`src/common/synth_regs_pkg.sv`:
```
// constants, field layouts and carriers for the synthesizer configuration slice
package synth_regs_pkg;

	localparam int ADDR_W = 15;
	localparam int DATA_W = 8;
	localparam int NUM_REGS = 4;
	localparam logic [3:0] INSTR_LAST_BIT = 4'hF;
	localparam logic [3:0] DATA_LAST_BIT = 4'h7;

	// register offsets
	localparam logic [ADDR_W-1:0] OFS_OUTPUT_INVERT_AND_FEEDBACK_DELAY = 15'h0017;
	localparam logic [ADDR_W-1:0] OFS_LOGIC_LEVEL_AND_REFERENCE_DELAY = 15'h0018;
	localparam logic [ADDR_W-1:0] OFS_OUTPUT_AMPLITUDE_AND_AUX_POWER_DOWN = 15'h0019;
	localparam logic [ADDR_W-1:0] OFS_MAIN_AND_BLOCK_POWER_DOWN = 15'h001A;

	// index of each register in the bank
	localparam int IDX_INV_FB = 0;
	localparam int IDX_LVL_REF = 1;
	localparam int IDX_AMP_AUX = 2;
	localparam int IDX_MAIN_PD = 3;

	// reset values
	localparam logic [7:0] RST_OUTPUT_INVERT_AND_FEEDBACK_DELAY = 8'h00;
	localparam logic [7:0] RST_LOGIC_LEVEL_AND_REFERENCE_DELAY = 8'h00;
	localparam logic [7:0] RST_OUTPUT_AMPLITUDE_AND_AUX_POWER_DOWN = 8'h04;
	localparam logic [7:0] RST_MAIN_AND_BLOCK_POWER_DOWN = 8'h83;

	// field positions
	localparam int POS_POLARITY_INVERT = 7;
	localparam int POS_IO_LEVEL = 7;
	localparam int POS_DELAY_MSB = 6;
	localparam int POS_AMP2_MSB = 7;
	localparam int POS_AMP2_LSB = 6;
	localparam int POS_AMP1_MSB = 5;
	localparam int POS_AMP1_LSB = 4;
	localparam int POS_OSC_MUX_DIV = 3;
	localparam int POS_REF_DET = 2;
	localparam int POS_TEMP_CONV = 1;
	localparam int POS_CAL_DAC = 0;
	localparam int POS_CHIP = 7;
	localparam int POS_REF_DIV = 6;
	localparam int POS_FB_DIV = 5;
	localparam int POS_OSC = 4;
	localparam int POS_LOCK_DET = 3;
	localparam int POS_PFD_CP = 2;
	localparam int POS_OUT1_BUF = 1;
	localparam int POS_OUT2_BUF = 0;

	localparam int TRIM_W = 15;

	typedef enum logic [1:0] {
		SPI_IDLE,
		SPI_INSTR,
		SPI_DATA
	} spi_phase_t;

	typedef struct packed {
		logic chip_sleep;
		logic ref_divider_sleep;
		logic feedback_divider_sleep;
		logic oscillator_sleep;
		logic lock_detector_sleep;
		logic phase_detector_pump_sleep;
		logic first_output_buffer_sleep;
		logic second_output_buffer_sleep;
		logic osc_mux_divider_sleep;
		logic ref_detector_sleep;
		logic temp_converter_sleep;
		logic cal_dac_sleep;
	} sleep_ctrl_t;

	typedef struct packed {
		logic output_polarity_invert;
		logic [6:0] feedback_delay_trim;
		logic [6:0] reference_delay_trim;
	} trim_ctrl_t;

endpackage

```
`src/rtl/synth_delay_level_power_regs.sv`:
```
// serial-port register slice: output invert, delay trims, io level, amplitudes, power-downs
`timescale 1ns/100ps
//////////////////////////////////////////////////////////////////////////////
// Summary of operation
// - bit 7 at 0x17 inverts output polarity
// - bits 6:0 at 0x17 feedback delay trim
// - bit 7 at 0x18 selects io level
// - bits 6:0 at 0x18 reference delay trim
// - bits 7:6 at 0x19 second output amplitude
// - bits 5:4 at 0x19 first output amplitude
// - bit 3 at 0x19 sleeps mux/divider
// - bit 2 at 0x19 sleeps ref detector, resets 1
// - bit 1 at 0x19 sleeps temperature converter
// - bit 0 at 0x19 sleeps calibration DAC
// - bit 7 at 0x1A chip sleep, keeps contents
// - bit 6 at 0x1A sleeps reference divider, doubler
// - bit 5 at 0x1A sleeps feedback divider
// - bits 3,4 at 0x1A sleep lock detector, oscillator
// - bit 2 at 0x1A sleeps phase detector, pump
// - bit 1 at 0x1A sleeps first buffer, resets 1
// - bit 0 at 0x1A sleeps second buffer, resets 1
// - reset values 0x00, 0x00, 0x04, 0x83
module synth_delay_level_power_regs
	import synth_regs_pkg::*;
(
	input wire logic mclk,
	input wire logic rstn,
	input wire logic spi_sclk,
	input wire logic spi_cs_n,
	input wire logic spi_sdi,
	input wire logic buffer_update,
	input wire logic double_buffer_enable,
	output logic spi_sdo_o,
	output logic spi_sdo_oe,
	output sleep_ctrl_t sleep,
	output trim_ctrl_t trim,
	output logic [1:0] first_output_amplitude,
	output logic [1:0] second_output_amplitude,
	output logic io_logic_level_select
);
	localparam logic [NUM_REGS-1:0][7:0] REG_RESET = {
		RST_MAIN_AND_BLOCK_POWER_DOWN,
		RST_OUTPUT_AMPLITUDE_AND_AUX_POWER_DOWN,
		RST_LOGIC_LEVEL_AND_REFERENCE_DELAY,
		RST_OUTPUT_INVERT_AND_FEEDBACK_DELAY
	};

	typedef struct packed {
		spi_phase_t phase;
		logic [3:0] bit_cnt;
		logic [15:0] shift_in;
		logic read_op;
		logic [ADDR_W-1:0] addr;
		logic [7:0] rd_shift;
		logic sdo;
		logic sdo_oe;
		logic sclk_prev;
		logic update_prev;
		logic update_pulse;
		logic [NUM_REGS-1:0][7:0] regs;
		sleep_ctrl_t sleep;
	} regs_state_t;

	regs_state_t state_q;
	regs_state_t state_d;

	logic sclk_s;
	logic cs_n_s;
	logic sdi_s;
	logic update_s;
	logic buffered_s;
	trim_ctrl_t live_trim;
	logic [15:0] shifted;
	logic [ADDR_W-1:0] next_addr;

	//////////////////////////////////////////////////////////////////////////
	// pins from the host and the update source are asynchronous to mclk
	pin_sync #(
		.W(5),
		.RST_VAL(5'h08)
	) u_pin_sync (
		.mclk(mclk),
		.rstn(rstn),
		.async_in({spi_sclk, spi_cs_n, spi_sdi, buffer_update, double_buffer_enable}),
		.sync_out({sclk_s, cs_n_s, sdi_s, update_s, buffered_s})
	);

	//////////////////////////////////////////////////////////////////////////
	// decoded register access
	function automatic logic reg_hit(input logic [ADDR_W-1:0] a);
		reg_hit = (a >= OFS_OUTPUT_INVERT_AND_FEEDBACK_DELAY) &&
			(a <= OFS_MAIN_AND_BLOCK_POWER_DOWN);
	endfunction

	function automatic logic [1:0] reg_idx(input logic [ADDR_W-1:0] a);
		logic [ADDR_W-1:0] diff;
		diff = a - OFS_OUTPUT_INVERT_AND_FEEDBACK_DELAY;
		reg_idx = diff[1:0];
	endfunction

	function automatic logic [7:0] reg_read(
		input logic [NUM_REGS-1:0][7:0] bank,
		input logic [ADDR_W-1:0] a
	);
		reg_read = reg_hit(a) ? bank[reg_idx(a)] : 8'h00;
	endfunction

	assign shifted = {state_q.shift_in[14:0], sdi_s};
	assign next_addr = state_q.addr + 15'h0001;

	//////////////////////////////////////////////////////////////////////////
	// serial transaction engine: 16-bit instruction (read flag, address), then bytes
	always_comb begin
		state_d = state_q;
		state_d.sclk_prev = sclk_s;
		state_d.update_prev = update_s;
		state_d.update_pulse = update_s && !state_q.update_prev;

		if (cs_n_s) begin
			state_d.phase = SPI_IDLE;
			state_d.bit_cnt = 4'h0;
			state_d.sdo_oe = 1'b0;
			state_d.sdo = 1'b0;
		end else begin
			case (state_q.phase)
				SPI_IDLE: begin
					state_d.phase = SPI_INSTR;
					state_d.bit_cnt = 4'h0;
				end
				SPI_INSTR: begin
					if (sclk_s && !state_q.sclk_prev) begin
						state_d.shift_in = shifted;
						state_d.bit_cnt = state_q.bit_cnt + 4'h1;
						if (state_q.bit_cnt == INSTR_LAST_BIT) begin
							state_d.read_op = shifted[15];
							state_d.addr = shifted[ADDR_W-1:0];
							state_d.phase = SPI_DATA;
							state_d.bit_cnt = 4'h0;
							state_d.rd_shift = reg_read(state_q.regs, shifted[ADDR_W-1:0]);
							state_d.sdo_oe = shifted[15];
						end
					end
				end
				SPI_DATA: begin
					if (sclk_s && !state_q.sclk_prev) begin
						state_d.shift_in = shifted;
						state_d.bit_cnt = state_q.bit_cnt + 4'h1;
						if (state_q.bit_cnt == DATA_LAST_BIT) begin
							state_d.bit_cnt = 4'h0;
							state_d.addr = next_addr;
							state_d.rd_shift = reg_read(state_q.regs, next_addr);
							// unmapped writes are dropped, unmapped reads give zero
							if (!state_q.read_op && reg_hit(state_q.addr)) begin
								state_d.regs[reg_idx(state_q.addr)] = shifted[7:0];
							end
						end
					end else if (!sclk_s && state_q.sclk_prev && state_q.read_op) begin
						state_d.sdo = state_q.rd_shift[7];
						state_d.rd_shift = {state_q.rd_shift[6:0], 1'b0};
					end
				end
				default: begin
					state_d.phase = SPI_IDLE;
				end
			endcase
		end

		// power-down levels follow the bank; chip sleep never touches the bank
		state_d.sleep.chip_sleep = state_d.regs[IDX_MAIN_PD][POS_CHIP];
		state_d.sleep.ref_divider_sleep = state_d.regs[IDX_MAIN_PD][POS_REF_DIV];
		state_d.sleep.feedback_divider_sleep = state_d.regs[IDX_MAIN_PD][POS_FB_DIV];
		state_d.sleep.oscillator_sleep = state_d.regs[IDX_MAIN_PD][POS_OSC];
		state_d.sleep.lock_detector_sleep = state_d.regs[IDX_MAIN_PD][POS_LOCK_DET];
		state_d.sleep.phase_detector_pump_sleep = state_d.regs[IDX_MAIN_PD][POS_PFD_CP];
		state_d.sleep.first_output_buffer_sleep = state_d.regs[IDX_MAIN_PD][POS_OUT1_BUF];
		state_d.sleep.second_output_buffer_sleep = state_d.regs[IDX_MAIN_PD][POS_OUT2_BUF];
		state_d.sleep.osc_mux_divider_sleep = state_d.regs[IDX_AMP_AUX][POS_OSC_MUX_DIV];
		state_d.sleep.ref_detector_sleep = state_d.regs[IDX_AMP_AUX][POS_REF_DET];
		state_d.sleep.temp_converter_sleep = state_d.regs[IDX_AMP_AUX][POS_TEMP_CONV];
		state_d.sleep.cal_dac_sleep = state_d.regs[IDX_AMP_AUX][POS_CAL_DAC];
	end

	always_ff @(posedge mclk or negedge rstn) begin
		if (!rstn) begin
			state_q <= '0;
			state_q.sclk_prev <= 1'b0;
			state_q.regs <= REG_RESET;
			state_q.sleep.chip_sleep <= RST_MAIN_AND_BLOCK_POWER_DOWN[POS_CHIP];
			state_q.sleep.first_output_buffer_sleep <= RST_MAIN_AND_BLOCK_POWER_DOWN[POS_OUT1_BUF];
			state_q.sleep.second_output_buffer_sleep <= RST_MAIN_AND_BLOCK_POWER_DOWN[POS_OUT2_BUF];
			state_q.sleep.ref_detector_sleep <= RST_OUTPUT_AMPLITUDE_AND_AUX_POWER_DOWN[POS_REF_DET];
		end else begin
			state_q <= state_d;
		end
	end

	//////////////////////////////////////////////////////////////////////////
	// double-bufferable fields pass through the shadow stage
	assign live_trim.output_polarity_invert = state_q.regs[IDX_INV_FB][POS_POLARITY_INVERT];
	assign live_trim.feedback_delay_trim = state_q.regs[IDX_INV_FB][POS_DELAY_MSB:0];
	assign live_trim.reference_delay_trim = state_q.regs[IDX_LVL_REF][POS_DELAY_MSB:0];

	trim_shadow u_trim_shadow (
		.mclk(mclk),
		.rstn(rstn),
		.buffered(buffered_s),
		.update_pulse(state_q.update_pulse),
		.live(live_trim),
		.applied(trim)
	);

	//////////////////////////////////////////////////////////////////////////
	// outputs, all from flops
	assign spi_sdo_o = state_q.sdo;
	assign spi_sdo_oe = state_q.sdo_oe;
	assign sleep = state_q.sleep;
	assign io_logic_level_select = state_q.regs[IDX_LVL_REF][POS_IO_LEVEL];
	assign second_output_amplitude = state_q.regs[IDX_AMP_AUX][POS_AMP2_MSB:POS_AMP2_LSB];
	assign first_output_amplitude = state_q.regs[IDX_AMP_AUX][POS_AMP1_MSB:POS_AMP1_LSB];
endmodule

```
`src/rtl/pin_sync.sv`:
```
// two-flop synchroniser for a group of asynchronous pins
`timescale 1ns/100ps
module pin_sync #(
	parameter int W = 5,
	parameter logic [W-1:0] RST_VAL = '0
) (
	input wire logic mclk,
	input wire logic rstn,
	input wire logic [W-1:0] async_in,
	output logic [W-1:0] sync_out
);
	typedef struct packed {
		logic [W-1:0] meta;
		logic [W-1:0] stable;
	} sync_state_t;

	sync_state_t state_q;
	sync_state_t state_d;

	always_comb begin
		state_d.meta = async_in;
		state_d.stable = state_q.meta;
	end

	// reset to each pin's idle level, so no false edge or select follows reset
	always_ff @(posedge mclk or negedge rstn) begin
		if (!rstn) begin
			state_q <= {RST_VAL, RST_VAL};
		end else begin
			state_q <= state_d;
		end
	end

	assign sync_out = state_q.stable;
endmodule

```
`src/rtl/trim_shadow.sv`:
```
// shadow stage for the double-bufferable invert and delay fields
`timescale 1ns/100ps
module trim_shadow
	import synth_regs_pkg::*;
(
	input wire logic mclk,
	input wire logic rstn,
	input wire logic buffered,
	input wire logic update_pulse,
	input wire trim_ctrl_t live,
	output trim_ctrl_t applied
);
	typedef struct packed {
		trim_ctrl_t applied;
	} shadow_state_t;

	shadow_state_t state_q;
	shadow_state_t state_d;

	// unbuffered fields track the bank directly, buffered ones wait for the update event
	always_comb begin
		state_d = state_q;
		if (!buffered || update_pulse) begin
			state_d.applied = live;
		end
	end

	always_ff @(posedge mclk or negedge rstn) begin
		if (!rstn) begin
			state_q <= '0;
		end else begin
			state_q <= state_d;
		end
	end

	assign applied = state_q.applied;
endmodule

```
`config.mk`:
```
export PLATFORM = sky130hd
export DESIGN_NAME = synth_delay_level_power_regs
export DESIGN_NICKNAME = d
export VERILOG_FILES = /design/src/common/synth_regs_pkg.sv /design/src/rtl/synth_delay_level_power_regs.sv /design/src/rtl/pin_sync.sv /design/src/rtl/trim_shadow.sv
export SDC_FILE = /design/constraint.sdc
export NUM_CORES = 1
export LEC_CHECK = 0
export BUFFER_PORTS_ARGS = -buffer_cell sky130_fd_sc_hd__buf_2
export CORE_UTILIZATION = 45
export CTS_CLUSTER_DIAMETER = 50
export CTS_CLUSTER_SIZE = 16
export DETAILED_ROUTE_END_ITERATION = 10
export GPL_ROUTABILITY_DRIVEN = 0
export HOLD_SLACK_MARGIN = 0.05
export SYNTH_ARGS = -nofsm -noshare
export SYNTH_HDL_FRONTEND = slang
export SYNTH_SLANG_ARGS = --single-unit
```
`constraint.sdc`:
```
create_clock -name mclk -period 2.5 [get_ports mclk]
set_input_delay 0.625 -clock mclk [delete_from_list [all_inputs] [get_ports mclk]]
set_output_delay 0.625 -clock mclk [all_outputs]
set_load 0.05 [all_outputs]
```
# Word-level counts from Yosys, hierarchy flattened
# Index checks and enable logic that the tools add are counted.
# totals
latchBits,0
mem_bits_ro,0
out_inout_bits,34
mem_bits_rw,0
mem_count,0
elab_cells,130
input_bits,7
register_bits,119
# op_classes
eq_ne,15
n_shift,0
muxes,34
n_lt_le_gt_ge,10
bitwise_logic,1
reduce_logical,32
div,0
mul,0
n_addsub,5
# op_table
operator,n
2-to-1 mux 32 bit,5
2-to-1 mux 8 bit,6
2-to-1 mux 46 bit,1
case mux 23 bit (2 select lines),1
">= comparator 15 x 5 -> 1 bit, second input constant",3
"<= comparator 15 x 5 -> 1 bit, second input constant",3
binary-select mux 8 bit (select 2 bit),2
bitwise mux 32 bit,1
case mux 15 bit (2 select lines),1
2-to-1 mux 24 bit,1
2-to-1 mux 23 bit,1
2-to-1 mux 20 bit,1
demux 8 bit (select 2 bit),1
"adder 15 x 1 -> 15 bit, second input constant",1
2-to-1 mux 15 bit,1
2-to-1 mux 6 bit,2
case mux 4 bit (3 select lines),1
AND reduction 3 bit,4
AND reduction 6 bit,2
nonzero test 2 bit,6
logical AND 1 bit,9
"less-than comparator 2 x 3 -> 1 bit, second input constant",3
2-to-1 mux 9 bit,1
"!= test 3 x 2 -> 1 bit, second input constant",3
other kinds (21),37

# Longest topological paths before layout
# logic_depth
depth_word,11
depth_mapped,10
mapped_depth_nobuf,8

# Cells and area by module
# Synthesis repeated with hierarchy kept, for this count alone.
# hier_totals
cells_unflattened,475
hier_area_um2,5656.7
# by_module_without_submodules
module,cells_per_inst,n_inst,area_per_inst_um2,seq_area_each_um2
synth_delay_level_power_regs,432,1,4777.1,2057.0
trim_shadow,33,1,626.9,375.4
pin_sync,10,1,252.7,252.7

# Worst setup path after synthesis
# No wires, ideal clock.
# synth_timing
kind,reg2reg
from,reg state_q[57] (netlist bit)
to,reg state_q (netlist bit live_trim[13])
setup_ns,0.125
arrival_ns,2.218
period_less_slack_ns,2.343
t_required_ns,2.375
path_slack_ns,0.157
path_stages_with_launch,10
path_buffers,1
cell_sequence,dfrtp_1 buf_2 inv_1 ha_1 inv_1 a21oi_1 nor2_1 nor4_4 nand2_4 mux2_4
# synth_between
elab_chain_cells,6
elab_cells_between_ends,12
classes_between,1 x add/sub; 4 x order compare; 3 x mux; 4 x reduce/logical
# synth_lines
element,line_no,text
"start, declared",synth_delay_level_power_regs.sv:64,regs_state_t state_q;
"start signal, assigned",synth_delay_level_power_regs.sv:193,state_q <= state_d;
subtractor 2 bit,synth_delay_level_power_regs.sv:97,diff = a - OFS_OUTPUT_INVERT_AND_FEEDBACK_DELAY;
less-than comparator 2 x 3 -> 1 bit (implied by the code) / >= comparator 2 x 1 -> 1 bit (equally long branches),synth_delay_level_power_regs.sv:154,state_d.regs[reg_idx(state_q.addr)] = shifted[7:0];
logical AND 1 bit (implied by the code),synth_delay_level_power_regs.sv:154,
2-to-1 mux 8 bit (implied by the code),synth_delay_level_power_regs.sv:154,
demux 8 bit (select 2 bit),synth_delay_level_power_regs.sv:154,
bitwise mux 32 bit,synth_delay_level_power_regs.sv:154,
# Several ways; a longest one is shown, not always the timed one.
# A chain may end at the register's enable or synchronous reset.

# Final worst setup path
# layout_timing
from,reg state_q[93] (netlist bit)
to,reg state_q[62] (netlist bit)
# layout_between
elab_chain_cells,3
elab_cells_between_ends,9
classes_between,6 x eq/ne; 1 x mux; 2 x reduce/logical
# layout_lines
element,line_no,text
== test 2 bit / == test 2 x 1 -> 1 bit (equally long branches),synth_delay_level_power_regs.sv:125,case (state_q.phase)
!= test 2 bit (no line) / nonzero test 2 bit (equally long branches),n/a,
AND reduction 6 bit (no line),n/a,
# Several ways; a longest one is shown, not always the timed one.

==> run metrics <==
worst slew pin tran=903 ps; Final Skew=10.2 ps; TritonCTS clock tree=yes; Clk Latency, worst-skew pair=350 ps; vias in the first global route=4006; ranking of synthesized cells by area=dfrtp_1 (43%), mux2_4 (8.2%), mux4_2 (6.2%); Worst setup startpoint=state_q[93]; EDFF count, synth=0; Setup Fix Bufs, Post-CTS=0; Num Clock Sinks=107; Leakage=2.99 nW; CP required=2740 ps; post_cts resized=0; Max Transition Viols Final=0; Synth cell types=62; Mapped Nets=517; Overflow after GRT=0; Syn Area/Cell=11.7 um2; Hold Buf Count CTS=0; Final Non-Filler Cells=696; # diodes=0; Combinational Power Share=15.7%; clock buffer depth=2; core area=12600 um2; synthesized area=5830 um2; WL per Instance=18.5 um; TritonRoute pass-1 iters=4; DRC Markers=0; hpwl dp=8840 um; Final Hold Vio Count=0; synthesis-to-layout area growth=9.62%; Max stage delay on crit path=400 ps; CP Data Arrival Time=2530 ps; Synth Flop Type=dfrtp_1; Starting Density=46.2%; critical path's slowest cell=dfrtp_1; CTS buffer count=9; initial DRC count=273; global-route wire length before repair=21500 um; TNS Setup=0 ps; Final Power=0.00438 W; Worst-path clk slew=70 ps; Vias/cell=5.75; gr usage total=21.2%; fin crit share=91.5%; IO Count=41; Worst Setup Path Type=reg -> reg; final setup fails=0; Area after DPL=6060 um2; R2R depth=8; Warnings, synthesis=0; Psw=0.00135 W; CP endpoint kind=register; min-delay worst type=in -> async; status=completed; Via Count=4000; list of most frequent post-synthesis cells=dfrtp_1 (101), mux2_4 (32), nor2_1 (30); Fillers=1154; cell area after layout=6390 um2; Clock Power Share=34.8%; Mapped Cells=500; Async SR Flop Fraction=100%; pwr dens=686 nW/um2; RSZ-0062 raised after global routing=no; Worst VDD drop=397 uV; Cell Int Power=0.00303 W; R2R Path End=state_q[62]; fraction of layout cells with a size suffix above 1=30.3%; die span in x=116 um; die height=116 um; number of port buffers=40; RR Startpoint=state_q[93]; Cell Chain, Critical Path=inv_1, ha_1, nor2_1, o21ai_1, o21bai_1, buf_4, a21oi_1, o22a_1; initial antenna violation count=0; largest net degree at the start of global routing=108; max-cap viol count=0; DRT Wirelength=12900 um; Yosys top cell by area=dfrtp_1; Final min period=2290 ps; switch share=30.9%; DIE AREA=13400 um2; fin nets=536; H-tree lvl count=3; r2r setup slk=210 ps; Reg power frac=49.6%; Fmax=437 MHz; count leader, synth=dfrtp_1; flops & latches, synth=107; register area share after synthesis=46.1%; Synth top area share=43.4%; Post-DRT Antenna Nets=0; placed insts=680; startpoint class of the critical path=register; Max Fanout on Critical Path=12; row count=41; Slew headroom=39.6%; CTS Root Cell=clkbuf_16
==> cells in the final DEF, fill, tap and decap left out, drive strengths merged, types with 4 or more instances in the layout <==
cell type,instances
dfrtp,101
buf,55
mux2,48
nand2,31
nor2,30
a21oi,24
nand3,22
o21ai,19
nor3,18
a22o,16
mux4,16
o22a,14
inv,14
nand2b,11
ha,10
clkbuf,10
nor2b,8
a31oi,7
dfstp,6
and3,5
a221oi,5
nand4,5
nor4,5
a21o,4
==> layout make-up <==
cell class	count	area, um2	area share, %
Clock buffer	10	239	3.74
Clock inverter	6	82.6	1.29
Inverter	11	41.3	0.647
Multi-Input combinational cell	335	2800	43.8
Sequential cell	107	2690	42.0
Tap cell	172	215	3.37
Timing Repair Buffer	55	328	5.13
==> flip-flops by register name (all words and copies together), names as in the netlist, 2 cells and up <==
| register | flops |
|---|---|
| live_trim | 15 |
| u_trim_shadow.applied | 15 |
| shifted | 15 |
| u_pin_sync.sync_out | 5 |
| u_pin_sync.state_d | 5 |
| state_q | 45 |
| first_output_amplitude | 2 |
| second_output_amplitude | 2 |
==> per-layer routing <==
metal  share of wire [%]  GRT usage, %
met5                   0             0
met4                 1.6          9.06
met3                 5.1          3.45
met2                  45          30.8
met1                  48          31.2
==> worst max-delay path: cells and delay by family, from the launching register on <==
kind,cells,cell delay (ps)
simple gates,1,150
buf+inv,2,390
fa+ha+maj,1,400
compound gates,4,840
flops,1,400
==> stage by stage <==
step,setup slack [ps],util [%],hold slack (ps)
2_1_floorplan,157,-,329
3_3_place_gp,359,48.0,333
3_5_place_dp,248,48.0,335
4_1_cts,244,50.6,353
5_1_grt,2.21,50.6,356
6_report,212,50.6,300
==> power groups by stage <==
stage               clock network (W)  logic, W  registers (W)
CTS                           0.00156  0.000691        0.00217
finish                        0.00152  0.000688        0.00217
detailed placement                  0  0.000688        0.00220
global placement                    0  0.000667        0.00219
global route                  0.00162  0.000758        0.00220
floorplan                           0  0.000625        0.00206
==> cell families after synthesis <==
logic type,Yosys count,share of synthesized area [%]
AOI/OAI and AO/OA,101,12.1
muxes,67,18.0
and+or+nand+nor,153,15.0
adders and majority gates,10,2.15
buffers and inverters,58,6.01
xor gates and xnor gates,4,0.601
DFF,107,46.1
==> worst max-delay path by stage <==
stage | to | slack, ps | cells after the start
6_report | state_q[62] | 210 | 8
5_1_grt | state_q[70] | 2 | 9
4_1_cts | state_q[62] | 240 | 8
3_5_place_dp | state_q[67] | 250 | 8
3_3_place_gp | state_q[67] | 360 | 8
2_1_floorplan | live_trim[13] | 160 | 9
Note: power is estimated with default switching activity, not from simulation.
